`src/pkg/sprs_regs.svh`:
```
// Purpose: offsets, field positions and reset values for the serial pin route block
// Assumes: byte addresses are four times the register index
// Notes: definitions only
`ifndef SPRS_REGS_SVH
`define SPRS_REGS_SVH
`define SPRS_IDX_ROUTE_A      10'h18A
`define SPRS_IDX_ROUTE_B      10'h18B
`define SPRS_IDX_LV_CTRL      10'h190
`define SPRS_ADDR_W           12
`define SPRS_ADDR_ROUTE_A     12'h628
`define SPRS_ADDR_ROUTE_B     12'h62C
`define SPRS_ADDR_LV_CTRL     12'h640
`define SPRS_RESET_BYTE       8'h00
`define SPRS_ROUTE_B_MASK     8'h37
`define SPRS_LV_PROTECT_BIT   0
`define SPRS_LV_ENABLE_MASK   8'hFE
`define SPRS_NUM_PINS         10
`endif

```
`src/pkg/sprs_pkg.sv`:
```
// Purpose: types for the serial pin route block
// Assumes: header sprs_regs.svh holds numbers
// Notes: pin index order fixed below
package sprs_pkg;
  // general port pins that the channel may take over
  typedef enum logic [3:0] {
    SPRS_PIN_P37 = 4'h0,
    SPRS_PIN_P34 = 4'h1,
    SPRS_PIN_P00 = 4'h2,
    SPRS_PIN_P20 = 4'h3,
    SPRS_PIN_P22 = 4'h4,
    SPRS_PIN_P45 = 4'h5,
    SPRS_PIN_P35 = 4'h6,
    SPRS_PIN_P05 = 4'h7,
    SPRS_PIN_P21 = 4'h8,
    SPRS_PIN_P33 = 4'h9,
    SPRS_PIN_P31 = 4'hA,
    SPRS_PIN_NONE = 4'hF
  } sprs_pin_e;
  typedef struct packed {
    logic       read;
    logic       write;
    logic [11:0] address;
    logic [31:0] writedata;
  } sprs_bus_req_s;
  typedef struct packed {
    logic out;
    logic oe;
  } sprs_drive_s;
endpackage

```
`src/core/sprs_decode.sv`:
```
// Purpose: turn a route code into a pin index
// Assumes: forbidden codes are mapped to no pin
// Notes: kind selects which signal's table applies
`timescale 1ns/1ps
module sprs_decode (
  input  wire logic [1:0]        kind_i,
  input  wire logic [2:0]        code_i,
  output sprs_pkg::sprs_pin_e    pin_o
);
  always_comb begin
    pin_o = sprs_pkg::SPRS_PIN_NONE;
    case (kind_i)
      2'h0: begin
        case (code_i)
          3'h1: pin_o = sprs_pkg::SPRS_PIN_P37;
          3'h2: pin_o = sprs_pkg::SPRS_PIN_P34;
          3'h3: pin_o = sprs_pkg::SPRS_PIN_P00;
          3'h4: pin_o = sprs_pkg::SPRS_PIN_P20;
          3'h7: pin_o = sprs_pkg::SPRS_PIN_P22;
          default: pin_o = sprs_pkg::SPRS_PIN_NONE;
        endcase
      end
      2'h1: begin
        case (code_i)
          3'h1: pin_o = sprs_pkg::SPRS_PIN_P34;
          3'h2: pin_o = sprs_pkg::SPRS_PIN_P37;
          3'h3: pin_o = sprs_pkg::SPRS_PIN_P45;
          3'h4: pin_o = sprs_pkg::SPRS_PIN_P20;
          3'h7: pin_o = sprs_pkg::SPRS_PIN_P22;
          default: pin_o = sprs_pkg::SPRS_PIN_NONE;
        endcase
      end
      2'h2: begin
        case (code_i)
          3'h1: pin_o = sprs_pkg::SPRS_PIN_P35;
          3'h2: pin_o = sprs_pkg::SPRS_PIN_P05;
          3'h4: pin_o = sprs_pkg::SPRS_PIN_P21;
          default: pin_o = sprs_pkg::SPRS_PIN_NONE;
        endcase
      end
      default: begin
        case (code_i[1:0])
          2'h1: pin_o = sprs_pkg::SPRS_PIN_P33;
          2'h2: pin_o = sprs_pkg::SPRS_PIN_P31;
          default: pin_o = sprs_pkg::SPRS_PIN_NONE;
        endcase
      end
    endcase
  end
endmodule

```
`src/core/sprs_pin_cell.sv`:
```
// Purpose: one port pin's output path with serial takeover
// Assumes: open drain drives only low
// Notes: unselected pins pass the port's own drive
`timescale 1ns/1ps
module sprs_pin_cell (
  input  wire logic               sel_i,
  input  wire logic               ser_out_i,
  input  wire logic               ser_oe_i,
  input  wire logic               open_drain_i,
  input  sprs_pkg::sprs_drive_s   port_i,
  output sprs_pkg::sprs_drive_s   pin_o
);
  always_comb begin
    pin_o = port_i;
    if (sel_i) begin
      pin_o.out = open_drain_i ? 1'b0 : ser_out_i;
      pin_o.oe  = open_drain_i ? (ser_oe_i & ~ser_out_i) : ser_oe_i;
    end
  end
endmodule

```
`src/core/sprs_top.sv`:
```
// Purpose: pin routing and low-voltage mode control for serial channel 2
// Assumes: Avalon-MM slave, one cycle waitrequest on every access
// Notes: pin drives are registered, so they lag settings by one cycle
//
// Local design decision: register access over Avalon-MM.
`timescale 1ns/1ps
`include "sprs_regs.svh"
module sprs_top (
  input  wire logic                     clk_i,
  input  wire logic                     rst_n_i,
  input  wire logic [11:0]              avs_address_i,
  input  wire logic                     avs_read_i,
  input  wire logic                     avs_write_i,
  input  wire logic [31:0]              avs_writedata_i,
  input  wire logic [3:0]               avs_byteenable_i,
  output logic [31:0]                   avs_readdata_o,
  output logic                          avs_waitrequest_o,
  output logic [1:0]                    avs_response_o,
  input  wire logic                     tx_serial_data_signal_i,
  input  wire logic                     tx_serial_data_oe_i,
  input  wire logic                     transfer_clock_signal_i,
  input  wire logic                     transfer_clock_oe_i,
  input  wire logic                     flow_control_signal_i,
  input  wire logic                     flow_control_oe_i,
  output logic                          rx_serial_clock_signal_o,
  output logic                          transfer_clock_in_o,
  output logic                          flow_control_in_o,
  input  wire logic [9:0]               port_pin_in_i,
  input  wire logic [9:0]               port_out_i,
  input  wire logic [9:0]               port_oe_i,
  output logic [9:0]                    pin_out_o,
  output logic [9:0]                    pin_oe_o,
  output logic [2:0]                    serial_lowvolt_enable_o,
  output logic [3:0]                    irq_input_lowvolt_enable_o
);
  logic [7:0] serial_pin_route_a;
  logic [7:0] serial_pin_route_b;
  logic [7:0] low_voltage_signal_ctrl;
  logic       ack;
  logic       hit_a;
  logic       hit_b;
  logic       hit_lv;
  logic       wr_go;
  logic [7:0] next_rdata;
  sprs_pkg::sprs_pin_e tx_pin;
  sprs_pkg::sprs_pin_e rx_pin;
  sprs_pkg::sprs_pin_e ck_pin;
  sprs_pkg::sprs_pin_e fc_pin;
  sprs_pkg::sprs_drive_s cell_port [`SPRS_NUM_PINS];
  sprs_pkg::sprs_drive_s cell_pin  [`SPRS_NUM_PINS];
  logic [9:0] next_pin_out;
  logic [9:0] next_pin_oe;

  assign hit_a  = (avs_address_i == `SPRS_ADDR_ROUTE_A);
  assign hit_b  = (avs_address_i == `SPRS_ADDR_ROUTE_B);
  assign hit_lv = (avs_address_i == `SPRS_ADDR_LV_CTRL);
  // the write lands on the edge where waitrequest is sampled low
  assign wr_go  = avs_write_i & ack & avs_byteenable_i[0];

  // one wait cycle, then the answer; ack drops after it so back to back works
  always_ff @(posedge clk_i or negedge rst_n_i) begin
    if (!rst_n_i) begin
      ack <= 1'b0;
    end else begin
      ack <= (avs_read_i | avs_write_i) & ~ack;
    end
  end

  always_ff @(posedge clk_i or negedge rst_n_i) begin
    if (!rst_n_i) begin
      avs_waitrequest_o <= 1'b1;
    end else begin
      avs_waitrequest_o <= ~((avs_read_i | avs_write_i) & ~ack);
    end
  end

  always_comb begin
    next_rdata = 8'h00;
    if (hit_a) begin
      next_rdata = serial_pin_route_a;
    end else if (hit_b) begin
      next_rdata = serial_pin_route_b & `SPRS_ROUTE_B_MASK;
    end else if (hit_lv) begin
      next_rdata = low_voltage_signal_ctrl;
    end
  end

  always_ff @(posedge clk_i or negedge rst_n_i) begin
    if (!rst_n_i) begin
      avs_readdata_o <= 32'h0000_0000;
      avs_response_o <= 2'h0;
    end else begin
      avs_readdata_o <= {24'h00_0000, next_rdata};
      avs_response_o <= (hit_a | hit_b | hit_lv) ? 2'h0 : 2'h3;
    end
  end

  always_ff @(posedge clk_i or negedge rst_n_i) begin
    if (!rst_n_i) begin
      serial_pin_route_a <= `SPRS_RESET_BYTE;
    end else if (wr_go && hit_a) begin
      serial_pin_route_a <= avs_writedata_i[7:0];
    end
  end

  always_ff @(posedge clk_i or negedge rst_n_i) begin
    if (!rst_n_i) begin
      serial_pin_route_b <= `SPRS_RESET_BYTE;
    end else if (wr_go && hit_b) begin
      serial_pin_route_b <= avs_writedata_i[7:0] & `SPRS_ROUTE_B_MASK;
    end
  end

  // protect bit always writable; enables only while protect already reads 1
  always_ff @(posedge clk_i or negedge rst_n_i) begin
    if (!rst_n_i) begin
      low_voltage_signal_ctrl <= `SPRS_RESET_BYTE;
    end else if (wr_go && hit_lv) begin
      low_voltage_signal_ctrl[`SPRS_LV_PROTECT_BIT] <= avs_writedata_i[`SPRS_LV_PROTECT_BIT];
      if (low_voltage_signal_ctrl[`SPRS_LV_PROTECT_BIT]) begin
        low_voltage_signal_ctrl[7:1] <= avs_writedata_i[7:1];
      end
    end
  end

  sprs_decode u_dec_tx (
    .kind_i (2'h0),
    .code_i (serial_pin_route_a[2:0]),
    .pin_o  (tx_pin)
  );
  sprs_decode u_dec_rx (
    .kind_i (2'h1),
    .code_i (serial_pin_route_a[6:4]),
    .pin_o  (rx_pin)
  );
  sprs_decode u_dec_ck (
    .kind_i (2'h2),
    .code_i (serial_pin_route_b[2:0]),
    .pin_o  (ck_pin)
  );
  sprs_decode u_dec_fc (
    .kind_i (2'h3),
    .code_i ({1'b0, serial_pin_route_b[5:4]}),
    .pin_o  (fc_pin)
  );

  // transmit and receive may share a pin code; transmit owns the output path
  genvar g;
  generate
    for (g = 0; g < `SPRS_NUM_PINS; g++) begin : g_pin
      logic sel_tx;
      logic sel_ck;
      logic sel_fc;
      assign sel_tx = (tx_pin == sprs_pkg::sprs_pin_e'(g));
      assign sel_ck = (ck_pin == sprs_pkg::sprs_pin_e'(g));
      assign sel_fc = (fc_pin == sprs_pkg::sprs_pin_e'(g));
      assign cell_port[g] = '{out: port_out_i[g], oe: port_oe_i[g]};
      sprs_pin_cell u_cell (
        .sel_i        (sel_tx | sel_ck | sel_fc),
        .ser_out_i    (sel_tx ? tx_serial_data_signal_i :
                       sel_ck ? transfer_clock_signal_i : flow_control_signal_i),
        .ser_oe_i     (sel_tx ? tx_serial_data_oe_i :
                       sel_ck ? transfer_clock_oe_i : flow_control_oe_i),
        .open_drain_i (sel_tx & low_voltage_signal_ctrl[3]),
        .port_i       (cell_port[g]),
        .pin_o        (cell_pin[g])
      );
      assign next_pin_out[g] = cell_pin[g].out;
      assign next_pin_oe[g]  = cell_pin[g].oe;
    end
  endgenerate

  always_ff @(posedge clk_i or negedge rst_n_i) begin
    if (!rst_n_i) begin
      pin_out_o <= 10'h000;
      pin_oe_o  <= 10'h000;
    end else begin
      pin_out_o <= next_pin_out;
      pin_oe_o  <= next_pin_oe;
    end
  end

  // unrouted inputs idle high so a missing flow-control pin reads deasserted
  always_ff @(posedge clk_i or negedge rst_n_i) begin
    if (!rst_n_i) begin
      rx_serial_clock_signal_o <= 1'b1;
      transfer_clock_in_o      <= 1'b1;
      flow_control_in_o        <= 1'b1;
    end else begin
      rx_serial_clock_signal_o <= (rx_pin == sprs_pkg::SPRS_PIN_NONE) ? 1'b1 : port_pin_in_i[rx_pin];
      transfer_clock_in_o      <= (ck_pin == sprs_pkg::SPRS_PIN_NONE) ? 1'b1 : port_pin_in_i[ck_pin];
      // the second flow pin has no slot on the ten-pin bus, so it reads as unrouted
      flow_control_in_o        <= (fc_pin > sprs_pkg::SPRS_PIN_P33) ? 1'b1 : port_pin_in_i[fc_pin];
    end
  end

  always_ff @(posedge clk_i or negedge rst_n_i) begin
    if (!rst_n_i) begin
      serial_lowvolt_enable_o    <= 3'h0;
      irq_input_lowvolt_enable_o <= 4'h0;
    end else begin
      serial_lowvolt_enable_o    <= low_voltage_signal_ctrl[3:1];
      irq_input_lowvolt_enable_o <= low_voltage_signal_ctrl[7:4];
    end
  end
endmodule

```
`config.mk`:
```
export PLATFORM = sky130hd
export DESIGN_NAME = sprs_top
export DESIGN_NICKNAME = d
export VERILOG_FILES = /design/src/pkg/sprs_pkg.sv /design/src/core/sprs_decode.sv /design/src/core/sprs_pin_cell.sv /design/src/core/sprs_top.sv
export VERILOG_INCLUDE_DIRS = /design/src /design/src/pkg
export SDC_FILE = /design/constraint.sdc
export NUM_CORES = 1
export LEC_CHECK = 0
export BUFFER_PORTS_ARGS = -buffer_cell sky130_fd_sc_hd__buf_2
export CAP_MARGIN = 30
export CELL_PAD_IN_SITES_DETAIL_PLACEMENT = 0
export CELL_PAD_IN_SITES_GLOBAL_PLACEMENT = 2
export CORE_MARGIN = 8
export CORE_UTILIZATION = 26
export DETAILED_ROUTE_END_ITERATION = 16
export PLACE_DENSITY_LB_ADDON = 0.1
export REMOVE_ABC_BUFFERS = 1
export SETUP_SLACK_MARGIN = 0.02
export SYNTH_ARGS = -nofsm -noshare
export SYNTH_HDL_FRONTEND = slang
export SYNTH_SLANG_ARGS = --single-unit
```
`constraint.sdc`:
```
create_clock -name clk_i -period 1.7 [get_ports clk_i]
set_input_delay 0.34 -clock clk_i [delete_from_list [all_inputs] [get_ports clk_i]]
set_output_delay 0.34 -clock clk_i [all_outputs]
set_load 0.005 [all_outputs]
```
Word-level counts from Yosys, hierarchy flattened. Index checks and enable logic that the tools add are counted. W data, S select, Z words.

Register bits after elaboration: 63. Input bits: 88. Output and inout port bits: 65. Logic and storage cells: 218.

$lt $le $gt $ge: 4. Equal/unequal tests: 47. Multiplexer cells: 87. Bitwise gates (word level): 58. Reductions and logical operators: 7.

Operator list (number): $mux W1 (66); $eq A4 B3 Y1 const B (12); $pmux W4 S5 (2); $eq A12 B11 Y1 const B (3); $eq A4 B4 Y1 const B (8); $eq A4 B2 Y1 const B (6); $mux W8 (3); $and A1 B1 Y1 (23); $or A1 B1 Y1 (23); $mux W2 (11); $eq A3 B2 Y1 const B (5); $eq A3 B3 Y1 const B (5); $lt A4 B5 Y1 const B (3); $bmux W1 S4 (3); $eq A4 B1 Y1 const B (3); $logic_not A4 Y1 (3); $not A1 Y1 (12); $pmux W4 S3 (1); $eq A3 B1 Y1 const B (3); $pmux W3 S2 (1); $gt A4 B4 Y1 const B (1); $logic_and A1 B1 Y1 (3); $eq A2 B1 Y1 const B (1); $eq A2 B2 Y1 const B (1); $reduce_and A2 Y1 (1).

Depth between registers and ports, before layout.
Depth after elaboration: 9. Depth in mapped cells: 5. Gate-level depth less buffers: 4.

Hierarchy. A second synthesis with hierarchy kept.

Cells, all modules: 537. Area total of the unflattened synthesis: 4790.8 um2.

Modules (own cells, without submodules): sprs_top (instances 1, cells each 319, area each 3402.0 um2, seq. area each 1556.5 um2); sprs_decode (instances 4, cells each 42, area each 256.5 um2, seq. area each 0.0 um2); sprs_pin_cell (instances 10, cells each 5, area each 36.3 um2, seq. area each 0.0 um2).

Least setup slack after synthesis. OpenSTA, ideal clock, no wires.

Path kind: in2reg. From: in avs_address_i[11]. To: reg low_voltage_signal_ctrl[1]. Library setup time: 0.125 ns. Data arrival time: 1.598 ns. Required time: 1.575 ns. Slack: -0.023 ns. Stages on the path: 4. Path buffers: 0. Cells stage by stage: nand4bb_4 -> or3_4 -> nor3_4 -> mux2_2.

Word-level cells in the longest chain between the ends: 3.

RTL lines: from (decl) (line sprs_top.sv:11) `input wire logic [11:0] avs_address_i,`; $eq A12 B11 Y1 (no source line); $logic_and A1 B1 Y1 (line sprs_top.sv:118) `end else if (wr_go && hit_lv) begin`; $reduce_and A2 Y1 (no source line); to (signal assigned) (line sprs_top.sv:117) `` low_voltage_signal_ctrl <= `SPRS_RESET_BYTE; ``; to (signal, indexed assignment) (line sprs_top.sv:119) `` low_voltage_signal_ctrl[`SPRS_LV_PROTECT_BIT] <= avs_writedata_i[`SPRS_LV_PROTECT_BIT]; ``; to (signal assigned) (line sprs_top.sv:121) `low_voltage_signal_ctrl[7:1] <= avs_writedata_i[7:1];`; to (decl) (line sprs_top.sv:38) `logic [7:0] low_voltage_signal_ctrl;`.

Every way passes these cells. A chain may end at the register's enable or synchronous reset.

Worst setup path in the final report.
From: in avs_address_i[11]. To: reg low_voltage_signal_ctrl[4].

Same word-level chain as after synthesis.

==> results_dict.tcl <==
set metrics [dict create \
    status "completed" \
    powerDensity_nw_per_um2 800 \
    end_kind "register" \
    antenna_found_initial 0 \
    cp.required_ps 1920 \
    grt_pass1_vias 2181 \
    timing.max_cap.violations 0 \
    power.total_mw 2.88 \
    cts-root-buf "clkbuf_8" \
    p_int_mw 2.15 \
    antenna_cells 0 \
    grt_pass1_wl_um 11400 \
    crit_fanout 7 \
    overflow 0 \
    syn_area_um2 2690 \
    swShare_pct 25.4 \
    fin_ws_ps 207 \
    cts_tree "built" \
    synthCells 196 \
    min_period_over_period_pct 87.8 \
    portBuffers 100 \
    vias_per_cell 3.98 \
    regArea_um2 1560 \
    crit_arrival_ps 1710 \
    drive_above_1_share_pct 56.1 \
    rows 37 \
    multi_input_area_um2 995 \
    ctsResizeCount 0 \
    critical_path_class "in2reg" \
    fillerInstances 1060 \
    vias 1840 \
    gp_congestion 0.684 \
    min_period_ps 1490 \
    synth.yosys.warnings 0 \
    drc 0 \
    place_inst 445 \
    ys_seq_area_share_pct 57.8 \
    htree_levels 3 \
    synth_edf_count 0 \
    min_path_type "in2reg" \
    preCtsSetupSlack_ps -166 \
    clk_pin_slew_worst_paths_ps 80 \
    dpl.hpwl_um 5330 \
    antenna_left 0 \
    wl_um 6940 \
    hold_viol 0 \
    ys.flop_type "dfrtp_1" \
    design_area_um2 3600 \
    avgSynthCellArea_um2 13.7 \
    async_flop_share_pct 100 \
    fin_nets 412 \
    rsz0062_at_grt "no" \
    power.switching_mw 0.732 \
    post-route-util_pct 35.3 \
    vdd.ir_drop.worst_uv 366 \
    dieArea_um2 13900 \
    fmax_mhz 670 \
    area_growth_pct 33.6 \
    numCtsBuffers 9 \
    clockBufferDepth 2 \
    startpoint_type "input pin" \
    fin_skew_ps 8.26 \
    wl_per_cell_um 15.0 \
    clk-insertion-delay-late_ps 340 \
    placed_area_um2 3410 \
    die-width_um 118 \
    pin_count 153 \
    finalSetupViolCount 0 \
    clock_power_share_pct 39.7 \
    core_um2 10200 \
    die_h_um 118 \
    maxSlewViolCount 0 \
    grt_max_degree 63 \
    clkSinkCount 62 \
    initial_utilization_pct 26.4 \
    ys_ff_latch 62 \
    firstDrtPassIters 4 \
    synthDistinctLibCells 36 \
    final_cells 462 \
    drt_iter0_markers 43 \
    combPwrFrac_pct 7.6 \
    p_seq_share_pct 52.6 \
    grtUsageTotal_pct 10.3 \
    power.leakage_nw 1.87 \
]
-- worst max-delay path, cell delays in order --
cell       delay (ps)
buf_2             100
nand4bb_4         210
or3_4             360
nor3_4            220
buf_12            160
mux2_2            330
-- registers in the layout, indices dropped and copies added, names as in the netlist --
signal and count:
flow_control_in_o 1, transfer_clock_in_o 1, ack 1, low_voltage_signal_ctrl 8, serial_pin_route_a 8, avs_readdata_o 8, avs_response_o 1, avs_waitrequest_o 1
pin_out_o 10, rx_serial_clock_signal_o 1, pin_oe_o 10, serial_pin_route_b 5, irq_input_lowvolt_enable_o 4, serial_lowvolt_enable_o 3
-- through the flow --
| stage | hold slack [ps] | TNS, ps |
|---|---|---|
| after floorplan | 44.4 | -145 |
| after global routing | 77.8 | 0 |
| after global placement | 381 | -1360 |
| after detailed placement | 383 | -1700 |
| after CTS | 3.39 | 0 |
| final | 103 | 0 |
-- cell families after synthesis --
| family | share of synthesized area, % |
|---|---|
| AOI/OAI and AO/OA | 4.70 |
| adders and majority gates | 1.39 |
| buffers and inverters | 8.41 |
| DFF | 57.8 |
| muxes | 17.1 |
| other | 0.139 |
| and+or+nand+nor | 10.4 |
-- Yosys cell counts (all sizes together) (2+ instances only) --
cell type  number  area share (%)
a221o           5             1.9
and2            2            0.46
nand3           4            0.74
nor3            4             1.6
clkbuf          3            0.42
a22o            3            0.98
dfstp           4             3.9
dfrtp          58              54
mux2           40              17
and3b           2            0.65
inv             6            0.84
nor3b           5             1.4
nor2            5            0.70
nand2b          2            0.46
buf            26             7.2
ha              3             1.4
nand2           2            0.28
and3            7             1.6
-- final timing paths --
path                                             from                             to  slack [ps]  depth (start not counted)
max in group asynchronous                     rst_n_i              avs_waitrequest_o         830                          3
hold reg to reg            low_voltage_signal_ctrl[6]  irq_input_lowvolt_enable_o[2]         400                          0
setup reg to reg                                  ack          serial_pin_route_b[0]         300                          5
hold / removal                           port_oe_i[5]                    pin_oe_o[5]         100                          1
setup / recovery                    avs_address_i[11]     low_voltage_signal_ctrl[4]         210                          6
min in group asynchronous                     rst_n_i                   pin_out_o[5]         530                          3
-- metal layers --
layer	track usage, %	wire (µm)
met5	0	0
met4	3.84	98
met3	4.60	544
met2	15.9	3160
met1	12.4	3140
-- area by class of cell --
cell class	instances	share of cell area (%)
multi-input combinational	122	27.7
tap	136	4.73
timing repair buffer	120	18.9
clock buffer	9	3.44
clock inverter	7	1.39
inverter	6	0.626
sequential	62	43.3
-- power groups by stage --
stage | Combinational, mW | Sequential (mW) | Clock, mW
floorplan | 0.0532 | 1.55 | 0
global placement | 0.223 | 1.54 | 0
detailed placement | 0.223 | 1.54 | 0
CTS | 0.223 | 1.51 | 1.21
global route | 0.250 | 1.52 | 1.29
finish | 0.220 | 1.51 | 1.14
-- timing repair --
| action | CTS | global route |
|---|---|---|
| setup endpoints to repair | 0 | 0 |
| setup buffers | 0 | 0 |
| endpoints found under the hold margin | 0 | 4 |
| hold buffers | 0 | 1 |
-- cell usage in the layout, fill, tap and decap left out, types with 2 or more instances in the layout --
master	count
clkinv_2	2
nand3_1	4
a22o_1	3
nor3_1	2
buf_12	2
nand2b_1	2
conb_1	24
a221o_1	5
and3_1	7
dfrtp_1	58
clkinvlp_4	3
and2_1	2
clkbuf_8	9
and3b_1	2
nor3b_1	5
buf_2	100
ha_1	3
nor3_4	2
mux2_2	39
inv_1	6
dfstp_2	4
nor2_1	5
nand2_1	2
buf_4	17
Note: power is estimated with default switching activity, not from simulation.
